$ cat config.mk
export PLATFORM = sky130hd
export DESIGN_NAME = rtc_indirect_access_port
export DESIGN_NICKNAME = d
export VERILOG_FILES = /design/src/rtc_port_pkg.sv /design/src/key_lock_fsm.sv /design/src/strobe_timer.sv /design/src/rtc_indirect_access_port.sv
export SDC_FILE = /design/constraint.sdc
export NUM_CORES = 1
export LEC_CHECK = 0
export BUFFER_PORTS_ARGS = -buffer_cell sky130_fd_sc_hd__buf_2
export CAP_MARGIN = 20
export CORE_ASPECT_RATIO = 1.5
export CORE_MARGIN = 3
export CORE_UTILIZATION = 49
export CTS_CLUSTER_SIZE = 24
export DETAILED_ROUTE_END_ITERATION = 7
export GPL_ROUTABILITY_DRIVEN = 1
export PLACE_DENSITY = 0.88
export SETUP_SLACK_MARGIN = 0.02
export SYNTH_ARGS = -nofsm -noshare
export SYNTH_HDL_FRONTEND = slang
export SYNTH_SLANG_ARGS = --single-unit
export TNS_END_PERCENT = 1
$ cat constraint.sdc
create_clock -name clk_i -period 4.92 [get_ports clk_i]
set_input_delay 0.984 -clock clk_i [delete_from_list [all_inputs] [get_ports clk_i]]
set_output_delay 0.984 -clock clk_i [all_outputs]
set_load 0.02 [all_outputs]
$ cat src/rtc_port_pkg.sv
/*
  Shared constants and types for the timekeeping-domain indirect access port.
  Assumes a 32-bit APB register window and an 8-bit internal register space.
*/
package rtc_port_pkg;
  // byte addresses on APB
  localparam logic [11:0] KEY_OFS  = 12'h000;
  localparam logic [11:0] ADDR_OFS = 12'h004;
  localparam logic [11:0] DATA_OFS = 12'h008;
  // key codes
  localparam logic [7:0] KEY_FIRST  = 8'hA5;
  localparam logic [7:0] KEY_SECOND = 8'hF1;
  // indirect address register fields
  localparam int BUSY_BIT  = 7;
  localparam int CHAIN_BIT = 6;
  localparam int FAST_BIT  = 4;
  localparam int IADDR_W   = 4;
  localparam logic FAST_RST  = 1'b1;
  localparam logic CHAIN_RST = 1'b0;
  // lock status codes read back from the key register
  localparam logic [7:0] STAT_LOCKED = 8'h00;
  localparam logic [7:0] STAT_FIRST  = 8'h01;
  localparam logic [7:0] STAT_OPEN   = 8'h02;
  localparam logic [7:0] STAT_DEAD   = 8'h03;
  // transfer length in system clock cycles
  localparam int SLOW_CYCLES = 7;
  localparam int FAST_CYCLES = 6;

  typedef enum logic [1:0] {LK_LOCKED, LK_FIRST, LK_OPEN, LK_DEAD} lock_state_e;

  typedef struct packed {
    logic               wr;
    logic               rd;
    logic [IADDR_W-1:0] addr;
    logic [7:0]         wdata;
  } int_req_s;
endpackage : rtc_port_pkg

$ cat src/key_lock_fsm.sv
/*
  Lock and key state machine of the indirect access port.
  Assumes one-cycle write and violation strobes from the bus slave.
*/
`timescale 1ns/100ps
module key_lock_fsm (
  input  wire logic                      clk_i,
  input  wire logic                      rst_i,
  input  wire logic                      key_wr_i,
  input  wire logic [7:0]                key_data_i,
  input  wire logic                      violation_i,
  output rtc_port_pkg::lock_state_e      state_o
);
  rtc_port_pkg::lock_state_e next_state;

  always_comb begin
    next_state = state_o;
    case (state_o)
      rtc_port_pkg::LK_LOCKED: begin
        if (violation_i) next_state = rtc_port_pkg::LK_DEAD;
        else if (key_wr_i) begin
          next_state = (key_data_i == rtc_port_pkg::KEY_FIRST) ?
                       rtc_port_pkg::LK_FIRST : rtc_port_pkg::LK_DEAD;
        end
      end
      rtc_port_pkg::LK_FIRST: begin
        if (violation_i) next_state = rtc_port_pkg::LK_DEAD;
        else if (key_wr_i) begin
          next_state = (key_data_i == rtc_port_pkg::KEY_SECOND) ?
                       rtc_port_pkg::LK_OPEN : rtc_port_pkg::LK_DEAD;
        end
      end
      rtc_port_pkg::LK_OPEN: begin
        if (key_wr_i) next_state = rtc_port_pkg::LK_LOCKED;
      end
      default: next_state = rtc_port_pkg::LK_DEAD;
    endcase
  end

  always_ff @(posedge clk_i) begin
    if (rst_i) state_o <= rtc_port_pkg::LK_LOCKED;
    else state_o <= next_state;
  end
endmodule : key_lock_fsm

$ cat src/strobe_timer.sv
/*
  Fixed-length transfer timer: busy for slow or fast cycle count after start.
  Assumes start only arrives while idle.
*/
`timescale 1ns/100ps
module strobe_timer #(
  parameter int SLOW = rtc_port_pkg::SLOW_CYCLES,
  parameter int FAST = rtc_port_pkg::FAST_CYCLES
) (
  input  wire logic clk_i,
  input  wire logic rst_i,
  input  wire logic start_i,
  input  wire logic fast_i,
  output logic      busy_o,
  output logic      done_o
);
  initial begin
    if (FAST < 2 || SLOW < FAST || SLOW > 15) $error("strobe_timer: bad lengths");
  end

  logic [3:0] count;
  logic [3:0] last;

  always_ff @(posedge clk_i) begin
    if (rst_i) begin
      busy_o <= 1'b0;
      count  <= 4'h0;
      last   <= 4'h0;
    end else if (start_i && !busy_o) begin
      busy_o <= 1'b1;
      count  <= 4'h0;
      last   <= fast_i ? 4'(FAST - 1) : 4'(SLOW - 1);
    end else if (busy_o) begin
      count <= count + 4'h1;
      if (count == last) busy_o <= 1'b0;
    end
  end

  assign done_o = busy_o && (count == last);
endmodule : strobe_timer

$ cat src/rtc_indirect_access_port.sv
/*
  Key-protected indirect access port from APB to the timekeeping domain's
  internal byte registers. Assumes the internal register file answers a read
  strobe combinationally on int_rdata_i in the same cycle.
*/
// Our own choices: register access over APB and the register addresses.
`timescale 1ns/100ps
// Function
// RULE1 - keys A5 then F1 unlock, no timing
// RULE2 - bad key or locked access disables port
// RULE3 - unlimited accesses while unlocked
// RULE4 - key write while unlocked relocks
// RULE5 - key read shows status, harmless
// RULE6 - internal registers only reached indirectly
// RULE7 - address register selects target register
// RULE8 - data write starts indirect write
// RULE9 - busy write starts read into data
// RULE10 - processor polls busy before accesses
// RULE11 - address and data survive reset
// RULE12 - seven cycles, six with fast strobe
// RULE13 - fast strobe on after reset, switchable
// RULE14 - chained: data read starts next read
// RULE15 - processor sets busy once per chain
// RULE16 - chain bit in address register enables
// RULE17 - address steps after snapshot/alarm byte
// RULE18 - busy high until transfer done
module rtc_indirect_access_port #(
  parameter logic [3:0] SNAP_BASE  = 4'h0,
  parameter logic [3:0] ALARM_BASE = 4'h8
) (
  input  wire logic                  clk_i,
  input  wire logic                  rst_i,
  input  wire logic                  psel_i,
  input  wire logic                  penable_i,
  input  wire logic                  pwrite_i,
  input  wire logic [11:0]           paddr_i,
  input  wire logic [31:0]           pwdata_i,
  output logic      [31:0]           prdata_o,
  output logic                       pready_o,
  output logic                       pslverr_o,
  output rtc_port_pkg::int_req_s     int_req_o,
  input  wire logic [7:0]            int_rdata_i
);
  initial begin
    if (SNAP_BASE[1:0] != 2'b00 || ALARM_BASE[1:0] != 2'b00) $error("bases not aligned");
  end

  logic                      wr_en;
  logic                      rd_en;
  logic                      setup;
  logic                      is_key;
  logic                      is_addr;
  logic                      is_data;
  logic                      open;
  logic                      violation;
  logic                      busy;
  logic                      done;
  logic                      start_rd;
  logic                      start_wr;
  logic                      chain_rd;
  logic                      op_read;
  logic                      in_range;
  logic                      fast_en;
  logic                      chain_en;
  logic [3:0]                iaddr;
  logic [7:0]                data_reg;
  logic [7:0]                key_stat;
  rtc_port_pkg::lock_state_e key_st;

  assign setup   = psel_i && !penable_i;
  assign wr_en   = psel_i && penable_i && pwrite_i;
  assign rd_en   = psel_i && penable_i && !pwrite_i;
  assign is_key  = paddr_i == rtc_port_pkg::KEY_OFS;
  assign is_addr = paddr_i == rtc_port_pkg::ADDR_OFS;
  assign is_data = paddr_i == rtc_port_pkg::DATA_OFS;
  assign open    = key_st == rtc_port_pkg::LK_OPEN;

  // zero wait states; only three words are decoded
  assign pready_o  = 1'b1;
  assign pslverr_o = psel_i && penable_i && !(is_key || is_addr || is_data); // see RULE6

  // any touch of address or data while not open kills the port
  assign violation = (wr_en || rd_en) && (is_addr || is_data) && !open; // see RULE2

  key_lock_fsm u_lock (
    .clk_i      (clk_i),
    .rst_i      (rst_i),
    .key_wr_i   (wr_en && is_key), // see RULE1 see RULE4
    .key_data_i (pwdata_i[7:0]),
    .violation_i(violation),
    .state_o    (key_st)
  );

  // requests while busy are dropped; firmware is expected to poll first
  assign start_rd = wr_en && is_addr && open && !busy && pwdata_i[rtc_port_pkg::BUSY_BIT]; // see RULE9
  assign start_wr = wr_en && is_data && open && !busy; // see RULE8 see RULE3
  assign chain_rd = rd_en && is_data && open && !busy && chain_en; // see RULE14

  strobe_timer u_timer (
    .clk_i  (clk_i),
    .rst_i  (rst_i),
    .start_i(start_rd || start_wr || chain_rd),
    .fast_i (fast_en), // see RULE12
    .busy_o (busy),    // see RULE18
    .done_o (done)
  );

  always_ff @(posedge clk_i) begin
    if (rst_i) op_read <= 1'b0;
    else if (start_rd || chain_rd) op_read <= 1'b1;
    else if (start_wr) op_read <= 1'b0;
  end

  // control bits of the address register
  always_ff @(posedge clk_i) begin
    if (rst_i) begin
      fast_en  <= rtc_port_pkg::FAST_RST; // see RULE13
      chain_en <= rtc_port_pkg::CHAIN_RST;
    end else if (wr_en && is_addr && open && !busy) begin
      fast_en  <= pwdata_i[rtc_port_pkg::FAST_BIT];  // see RULE13
      chain_en <= pwdata_i[rtc_port_pkg::CHAIN_BIT]; // see RULE16
    end
  end

  assign in_range = (iaddr[3:2] == SNAP_BASE[3:2]) || (iaddr[3:2] == ALARM_BASE[3:2]);

  // no reset on purpose: the selection survives a device reset
  always_ff @(posedge clk_i) begin
    if (!rst_i && wr_en && is_addr && open && !busy) begin
      iaddr <= pwdata_i[3:0]; // see RULE7 see RULE11
    end else if (!rst_i && done && in_range) begin
      iaddr <= iaddr + 4'h1; // see RULE17
    end
  end

  always_ff @(posedge clk_i) begin
    if (!rst_i && start_wr) begin
      data_reg <= pwdata_i[7:0]; // see RULE11
    end else if (!rst_i && done && op_read) begin
      data_reg <= int_rdata_i; // see RULE9
    end
  end

  // strobes fire in the last busy cycle, address and data from registers
  assign int_req_o.wr    = done && !op_read; // see RULE8
  assign int_req_o.rd    = done && op_read;  // see RULE9
  assign int_req_o.addr  = iaddr;            // see RULE7
  assign int_req_o.wdata = data_reg;

  always_comb begin
    case (key_st)
      rtc_port_pkg::LK_LOCKED: key_stat = rtc_port_pkg::STAT_LOCKED;
      rtc_port_pkg::LK_FIRST:  key_stat = rtc_port_pkg::STAT_FIRST;
      rtc_port_pkg::LK_OPEN:   key_stat = rtc_port_pkg::STAT_OPEN;
      default:                 key_stat = rtc_port_pkg::STAT_DEAD;
    endcase
  end

  // read data is captured in the setup cycle so it comes from a flop
  always_ff @(posedge clk_i) begin
    if (rst_i) begin
      prdata_o <= 32'h0000_0000;
    end else if (setup && !pwrite_i) begin
      if (is_key) begin
        prdata_o <= {24'h00_0000, key_stat}; // see RULE5
      end else if (is_addr && open) begin
        prdata_o <= {24'h00_0000, busy, chain_en, 1'b0, fast_en, iaddr}; // see RULE18
      end else if (is_data && open) begin
        prdata_o <= {24'h00_0000, data_reg};
      end else begin
        prdata_o <= 32'h0000_0000;
      end
    end
  end

  property p_unlock;
    @(posedge clk_i) disable iff (rst_i)
    key_st == rtc_port_pkg::LK_FIRST && wr_en && is_key && pwdata_i[7:0] == 8'hF1
    |=> key_st == rtc_port_pkg::LK_OPEN;
  endproperty
  a_unlock: assert property (p_unlock) else $error("unlock failed"); // see RULE1

  property p_violation;
    @(posedge clk_i) disable iff (rst_i)
    violation |=> key_st == rtc_port_pkg::LK_DEAD ##1 key_st == rtc_port_pkg::LK_DEAD;
  endproperty
  a_violation: assert property (p_violation) else $error("port not disabled"); // see RULE2

  property p_relock;
    @(posedge clk_i) disable iff (rst_i)
    open && wr_en && is_key |=> key_st == rtc_port_pkg::LK_LOCKED;
  endproperty
  a_relock: assert property (p_relock) else $error("no relock"); // see RULE4

  property p_key_read;
    @(posedge clk_i) disable iff (rst_i)
    rd_en && is_key |=> key_st == $past(key_st);
  endproperty
  a_key_read: assert property (p_key_read) else $error("key read disturbed"); // see RULE5

  property p_fast_len;
    @(posedge clk_i) disable iff (rst_i)
    (start_rd || start_wr || chain_rd) && fast_en |=> busy [*6] ##1 !busy;
  endproperty
  a_fast_len: assert property (p_fast_len) else $error("fast length wrong"); // see RULE12

  property p_slow_len;
    @(posedge clk_i) disable iff (rst_i)
    (start_rd || start_wr) && !fast_en |=> busy [*7] ##1 !busy;
  endproperty
  a_slow_len: assert property (p_slow_len) else $error("slow length wrong"); // see RULE18

  property p_write_xfer;
    @(posedge clk_i) disable iff (rst_i)
    start_wr |-> ##[6:7] (int_req_o.wr && int_req_o.wdata == $past(pwdata_i[7:0], 6));
  endproperty
  a_write_xfer: assert property (p_write_xfer) else $error("write lost"); // see RULE8

  property p_read_copy;
    @(posedge clk_i) disable iff (rst_i)
    int_req_o.rd |=> data_reg == $past(int_rdata_i);
  endproperty
  a_read_copy: assert property (p_read_copy) else $error("read not copied"); // see RULE9

  property p_step;
    @(posedge clk_i) disable iff (rst_i)
    done && in_range |=> iaddr == $past(iaddr) + 4'h1;
  endproperty
  a_step: assert property (p_step) else $error("address did not step"); // see RULE17

  property p_chain;
    @(posedge clk_i) disable iff (rst_i)
    rd_en && is_data && open && !busy && chain_en |=> busy && op_read;
  endproperty
  a_chain: assert property (p_chain) else $error("chained read missing"); // see RULE14

  property p_fast_reset;
    @(posedge clk_i) rst_i |=> fast_en;
  endproperty
  a_fast_reset: assert property (p_fast_reset) else $error("fast strobe off"); // see RULE13

  property p_unmapped;
    @(posedge clk_i) disable iff (rst_i)
    pslverr_o |=> key_st == $past(key_st);
  endproperty
  a_unmapped: assert property (p_unmapped) else $error("lock moved"); // see RULE6

  property p_dead_stays;
    @(posedge clk_i) disable iff (rst_i)
    key_st == rtc_port_pkg::LK_DEAD |=> key_st == rtc_port_pkg::LK_DEAD;
  endproperty
  a_dead_stays: assert property (p_dead_stays) else $error("port revived"); // see RULE2

  property p_open_stays;
    @(posedge clk_i) disable iff (rst_i)
    open && !(wr_en && is_key) |=> open;
  endproperty
  a_open_stays: assert property (p_open_stays) else $error("port closed itself"); // see RULE3

  property p_busy_clear;
    @(posedge clk_i) disable iff (rst_i)
    done |=> !busy;
  endproperty
  a_busy_clear: assert property (p_busy_clear) else $error("busy stuck"); // see RULE18

  property p_rd_strobe;
    @(posedge clk_i) disable iff (rst_i)
    (start_rd || chain_rd) |-> ##[6:7] int_req_o.rd;
  endproperty
  a_rd_strobe: assert property (p_rd_strobe) else $error("read strobe missing"); // see RULE9

  // reads are checked in the access phase, where firmware takes them
  property p_stat_open;
    @(posedge clk_i) disable iff (rst_i)
    rd_en && is_key && open |-> prdata_o == {24'h00_0000, rtc_port_pkg::STAT_OPEN};
  endproperty
  a_stat_open: assert property (p_stat_open) else $error("bad status"); // see RULE5

  property p_locked_zero;
    @(posedge clk_i) disable iff (rst_i)
    rd_en && (is_addr || is_data) && !open |-> prdata_o == 32'h0000_0000;
  endproperty
  a_locked_zero: assert property (p_locked_zero) else $error("locked read leaked"); // see RULE2

  property p_chain_off;
    @(posedge clk_i) disable iff (rst_i)
    rd_en && is_data && open && !busy && !chain_en |=> !busy;
  endproperty
  a_chain_off: assert property (p_chain_off) else $error("read started unchained"); // see RULE16

  property p_locked_idle;
    @(posedge clk_i) disable iff (rst_i)
    !open && !busy |=> !busy;
  endproperty
  a_locked_idle: assert property (p_locked_idle) else $error("transfer while locked"); // see RULE2

  c_unlock: cover property (@(posedge clk_i) disable iff (rst_i) $rose(open));
  c_read: cover property (@(posedge clk_i) disable iff (rst_i) int_req_o.rd);
  c_write: cover property (@(posedge clk_i) disable iff (rst_i) int_req_o.wr && in_range);
  c_chain: cover property (@(posedge clk_i) disable iff (rst_i) chain_rd);
endmodule : rtc_indirect_access_port

== After elaboration in Yosys (flattened, before gate mapping) ==
Index checks and enable logic that the tools add are counted.

* $lt $le $gt $ge: 0
* Divide/modulo/power cells: 0
* $mul: 0
* Mux-type cells: 22
* Shift-type cells: 0
* Eq/ne operators: 11
* Bitwise gates (word level): 0
* Add/sub/neg operators: 2
* Reduce and logical (&&, ||, !) cells: 57

{| class="wikitable"
|+ Operators with widths
! cell !! number
|-
| 8-bit 2-to-1 mux || 5
|-
| 1-bit logical AND || 34
|-
| 8-bit equality test, second input constant || 2
|-
| 2-bit 2-to-1 mux || 7
|-
| 12-bit by 3-bit equality test with 1-bit output, second input constant || 1
|-
| 12-bit by 4-bit equality test with 1-bit output, second input constant || 1
|-
| 12-bit logical NOT || 1
|-
| 2-bit one-hot mux with 3 select lines || 2
|-
| 4-bit by 1-bit adder with 4-bit output, second input constant || 2
|-
| 1-bit logical OR || 8
|-
| 4-bit 2-to-1 mux || 2
|-
| 1-bit logical NOT || 7
|-
| 1-bit 2-to-1 mux || 6
|-
| 3-bit by 1-bit != test with 1-bit output, second input constant || 2
|-
| 2-bit nonzero test || 3
|-
| 2-bit equality test, second input constant || 2
|-
| 4-bit equality test || 1
|-
| 2-bit logical NOT || 2
|-
| 3-bit AND reduction || 1
|-
| 2-bit by 1-bit equality test with 1-bit output, second input constant || 1
|-
| 2-bit by 1-bit != test with 1-bit output, second input constant || 1
|-
| 2-bit OR reduction || 1
|}

* Output and inout port bits: 48
* Bits in registers: 58
* Input port bits: 57
* Bits in read-only memories: 0
* Bits in latches: 0
* Memories: 0
* RAM bits: 0
* Logic and storage cells: 102

== Logic depth before layout (Yosys ltp) ==
* Depth in word-level cells: 10
* Mapped depth: 6

== Modules after synthesis ==
Synthesis repeated with hierarchy kept, for this count alone.

* Cells, all modules: 205
* Area total of the unflattened synthesis: 2034.5 um2

{| class="wikitable"
|+ Modules (own cells, without submodules)
! module !! sequential area each (um2) !! instances !! cells each !! area an instance (um2)
|-
| rtc_indirect_access_port || 580.6 || 1 || 150 || 1530.2
|-
| strobe_timer || 160.2 || 1 || 41 || 377.9
|-
| key_lock_fsm || 40.0 || 1 || 14 || 126.4
|}

== Worst setup path before layout ==
Ideal clock, no wire load.

* Path type: in2out
* Start: in paddr_i[9]
* End: out pslverr_o
* Path buffers: 1
* Cell stages on the path: 4
* Data arrival time: 1.797 ns
* Data required time: 3.936 ns
* Setup slack: 2.139 ns
* Cells stage by stage: nor4_4 > and3_2 > buf_2 > a21oi_1

* Word-level cells in the longest chain between the ends: 5

{| class="wikitable"
|+ RTL lines
! what !! RTL line !! source
|-
| start: declaration || rtc_indirect_access_port.sv:36 || <nowiki>input wire logic [11:0] paddr_i,</nowiki>
|-
| 12-bit by 3-bit equality test with 1-bit output or 12-bit logical NOT (tied branches) || rtc_indirect_access_port.sv:74, rtc_indirect_access_port.sv:73 ||
|-
| 1-bit logical OR || rtc_indirect_access_port.sv:80 || <nowiki>assign pslverr_o = psel_i && penable_i && !(is_key || is_addr || is_data);</nowiki>
|-
| 1-bit logical OR * || rtc_indirect_access_port.sv:80 ||
|-
| 1-bit logical NOT * || rtc_indirect_access_port.sv:80 ||
|-
| 1-bit logical AND * || rtc_indirect_access_port.sv:80 ||
|-
| end: declaration || rtc_indirect_access_port.sv:40 || <nowiki>output logic pslverr_o,</nowiki>
|}

Mark *: on every way between the ends. The rest lies on a longest branch, timed or not.

== Worst setup path after layout ==
Ends and elaborated chain as after synthesis.

==> metrics.md <==
| Metric | Value |
|---|---|
| Outcome | completed |
| Die area | 5117 sq um |
| Synth top area share | 20.05% |
| Critical Path Slowest Stage Cell | nor4_4 |
| Hold Crit Class | reg2reg |
| Adder-Cell Fraction of Synth Area | 1.193% |
| Max-cap violations | 0 |
| Critical Path RT | 3940 ps |
| Routed vias | 1738 |
| Initial Utilization | 52.05% |
| CP Cell Sequence | buf_2, nor4_4, and3_2, a21oi_1, buf_2 |
| Hold Path Origin | prdata_o[7] |
| Root buf cell | clkbuf_8 |
| Port bufs | 55 |
| Number of global-route vias before repair | 1693 |
| Comb power frac | 10.4% |
| Most frequent CP cell | buf_2 |
| Clk_lat worst skew | 290 ps |
| Max-slew violations | 0 |
| # diodes | 0 |
| Postcts setup bufs | 0 |
| Clock Tree Buf Depth | 2 |
| Int Power | 0.4671 mW |
| Seq/Total Area, Yosys | 37.23% |
| Post-Syn Area per Cell | 10.03 sq um |
| Slew margin rel. | 56.98% |
| Pwr/cell area | 255.0 nW/um^2 |
| Final net count | 320 |
| Core area | 4029 sq um |
| Drt total wl | 4865 um |
| P&R area growth vs syn | 14.26% |
| Flops & latches, synth | 33 |
| Top-count cell post-synth | buf_4 |
| Fin. Hold Viols | 0 |
| Total net switching power | 0.1439 mW |
| Post-synth cell types | 57 |
| First-pass GRT wire length | 7728 um |
| PostCTS Resize Cnt | 0 |
| Post-synthesis async set-or-reset flop share | 0% |
| Hold-fix buffer count after cts | 0 |
| Period minus WS final | 2992 ps |
| Post-route ant nets | 0 |
| Die Y | 86.12 um |
| Area contributors post-synth | dfxtp_1 (20%), edfxtp_1 (17%), buf_4 (8.9%), mux2_4 (5.7%), xor2_1 (2.9%) |
| Initial DRC Count | 59 |
| Final core utilization | 59.47% |
| Max Fanout on Critical Path | 6 |
| Fin Hold WS | 451.7 ps |
| Tcrit/Tclk final | 60.81% |
| Congestion Overflow GR | 0 |
| Post-DP HPWL | 3695 um |
| Initial antenna violation count | 0 |
| Largest net degree at the start of global routing | 22 |
| Crit. End Element | primary output |
| Worst slew pin tran | 639.5 ps |
| Vias per cell | 5.661 |
| Top post-synthesis cells by count | buf_4 (25), dfxtp_1 (21), nand2_1 (14) |
| Synth Warn # | 0 |
| Worst vdd ir | 0.3326 mV |
| Die X-Extent | 59.42 um |
| Routed WL per cell | 15.85 um |
| Synth area leader | dfxtp_1 |
| XOR/XNOR Fraction of Synth Area | 3.759% |
| Post-Synth Simple-Gate Area | 25.00% |
| Reg clk slew, reported paths | 70 ps |
| Clk_skew | 4.950 ps |
| Site row count | 28 |
| Switching Fraction | 23.55% |
| Fraction of layout cells with a size suffix above 1 | 32.82% |
| Part of the power in the clock network | 43.5% |
| Post-route setup TNS | 0 ps |
| Static Leak | 1.043 nW |
| I/O pin cnt | 105 |
| Cell count after synthesis | 209 |
| DRC | 0 |
| Main synth FF type | dfxtp_1 |
| RSZ-0062 raised after global routing | false |
| DR pass1 iterations | 5 |
| CTS tree | done |
| # setup viols final | 0 |
| GRT Total Usage | 20.10% |
| Sinks on the clock net | 33 |
| Maximum clock rate | 334.3 MHz |
| Compound-Gate Fraction of Synth Area | 12.23% |
| Post-synthesis mux area share | 8.294% |
| Number of synthesized flops with an enable pin | 12 |
| Critical path's largest stage delay | 360 ps |
| Gpl congestion | 0.9032 |
| Setup CP Type | in2out |
| Crit path DAT | 2010 ps |
| Worst setup path startpoint | paddr_i[9] |
| Sequential power share | 46.1% |
| Mapped Area | 2097 sq um |
| H-Tree Depth | 2 |
| Largest family of logic cells by synthesized area | simple AND/OR/NAND/NOR gates |
| Num CTS Buffers | 5 |
| CP Launch Type | input port |
| Reg-to-Reg Start | u_timer.busy_o |
-- kinds of logic after synthesis --
kind of cell,count (synthesis)
xor+xnor,9
simple gates,75
compound gates,39
buf+inv,36
other cells,2
flops,33
mux,13
fa+ha+maj,2
-- final cells by class --
| cell class | count | area [sq um] |
|---|---|---|
| multi-input cells | 163 | 1152 |
| well taps | 45 | 56.30 |
| flip-flops and latches | 33 | 780.7 |
| fillers | 350 | 1633 |
| inverters | 2 | 7.507 |
| clock inverters | 1 | 30.03 |
| clock buffers | 7 | 86.33 |
| repair buffers | 56 | 282.8 |
-- metrics by stage --
step | worst slack, ps | std cells | power, mW | area, sq um
after floorplan | 2139 | 232 | 0.3416 | 2183
after global placement | 1835 | 298 | 0.3484 | 2272
after detailed placement | 1898 | 299 | 0.3498 | 2280
after CTS | 1920 | 307 | 0.6124 | 2396
after global routing | 1861 | 307 | 0.6330 | 2396
final | 1928 | 307 | 0.6109 | 2396
-- power by group through the flow --
stage	clock [mW]	sequential [mW]	combinational, mW
floorplan	0	0.288	0.0538
global placement	0	0.288	0.0606
detailed placement	0	0.288	0.0620
CTS	0.268	0.282	0.0625
global route	0.284	0.281	0.0680
finish	0.266	0.282	0.0634
-- routing by layer --
| metal | wire [um] | GRT usage [%] |
|---|---|---|
| met1 | 1740 | 20.51 |
| met2 | 2644 | 35.72 |
| met5 | 0 | 0 |
| met3 | 319 | 5.422 |
| met4 | 161 | 10.72 |
-- cell usage in the layout (no fill, tap or decap), types with 2 or more instances in the layout --
| master | netlist | layout |
|---|---|---|
| buf_2 | 5 | 55 |
| conb_1 | 2 | 25 |
| dfxtp_1 | 21 | 21 |
| nand2_1 | 14 | 14 |
| edfxtp_1 | 12 | 12 |
| a21oi_1 | 10 | 10 |
| mux2_4 | 8 | 8 |
| o21ai_0 | 8 | 8 |
| nor2_1 | 7 | 7 |
| xor2_1 | 7 | 7 |
| nor3_1 | 7 | 7 |
| nand2b_1 | 6 | 6 |
| nand3_1 | 6 | 6 |
| clkbuf_8 | 0 | 6 |
| a22oi_1 | 5 | 5 |
| mux2_2 | 3 | 3 |
| nor2b_1 | 3 | 3 |
| and2_1 | 3 | 3 |
| a211o_1 | 3 | 3 |
| nand4b_1 | 3 | 3 |
| nor4_4 | 2 | 2 |
| and4_1 | 2 | 2 |
| inv_1 | 2 | 2 |
| nand4_1 | 2 | 2 |
| mux2i_1 | 2 | 2 |
| xnor2_1 | 2 | 2 |
| o2111ai_1 | 2 | 2 |
| o21ai_1 | 2 | 2 |
| nand3b_1 | 2 | 2 |
| nor4b_1 | 2 | 2 |
| a211oi_1 | 2 | 2 |
| ha_1 | 2 | 2 |
-- final timing paths --
check	endpoint	slack (ps)	cells past startpoint
max	pslverr_o	1930	5
min	prdata_o[7]	450	2
max reg2reg	data_reg[3]	2480	5
min reg2reg	prdata_o[7]	450	2
-- critical path: cells and delay by family --
kind	cells	cell delay, ps
simple gates	2	680
buf+inv	2	270
compound gates	1	80
(Power assumes the default switching activity.)
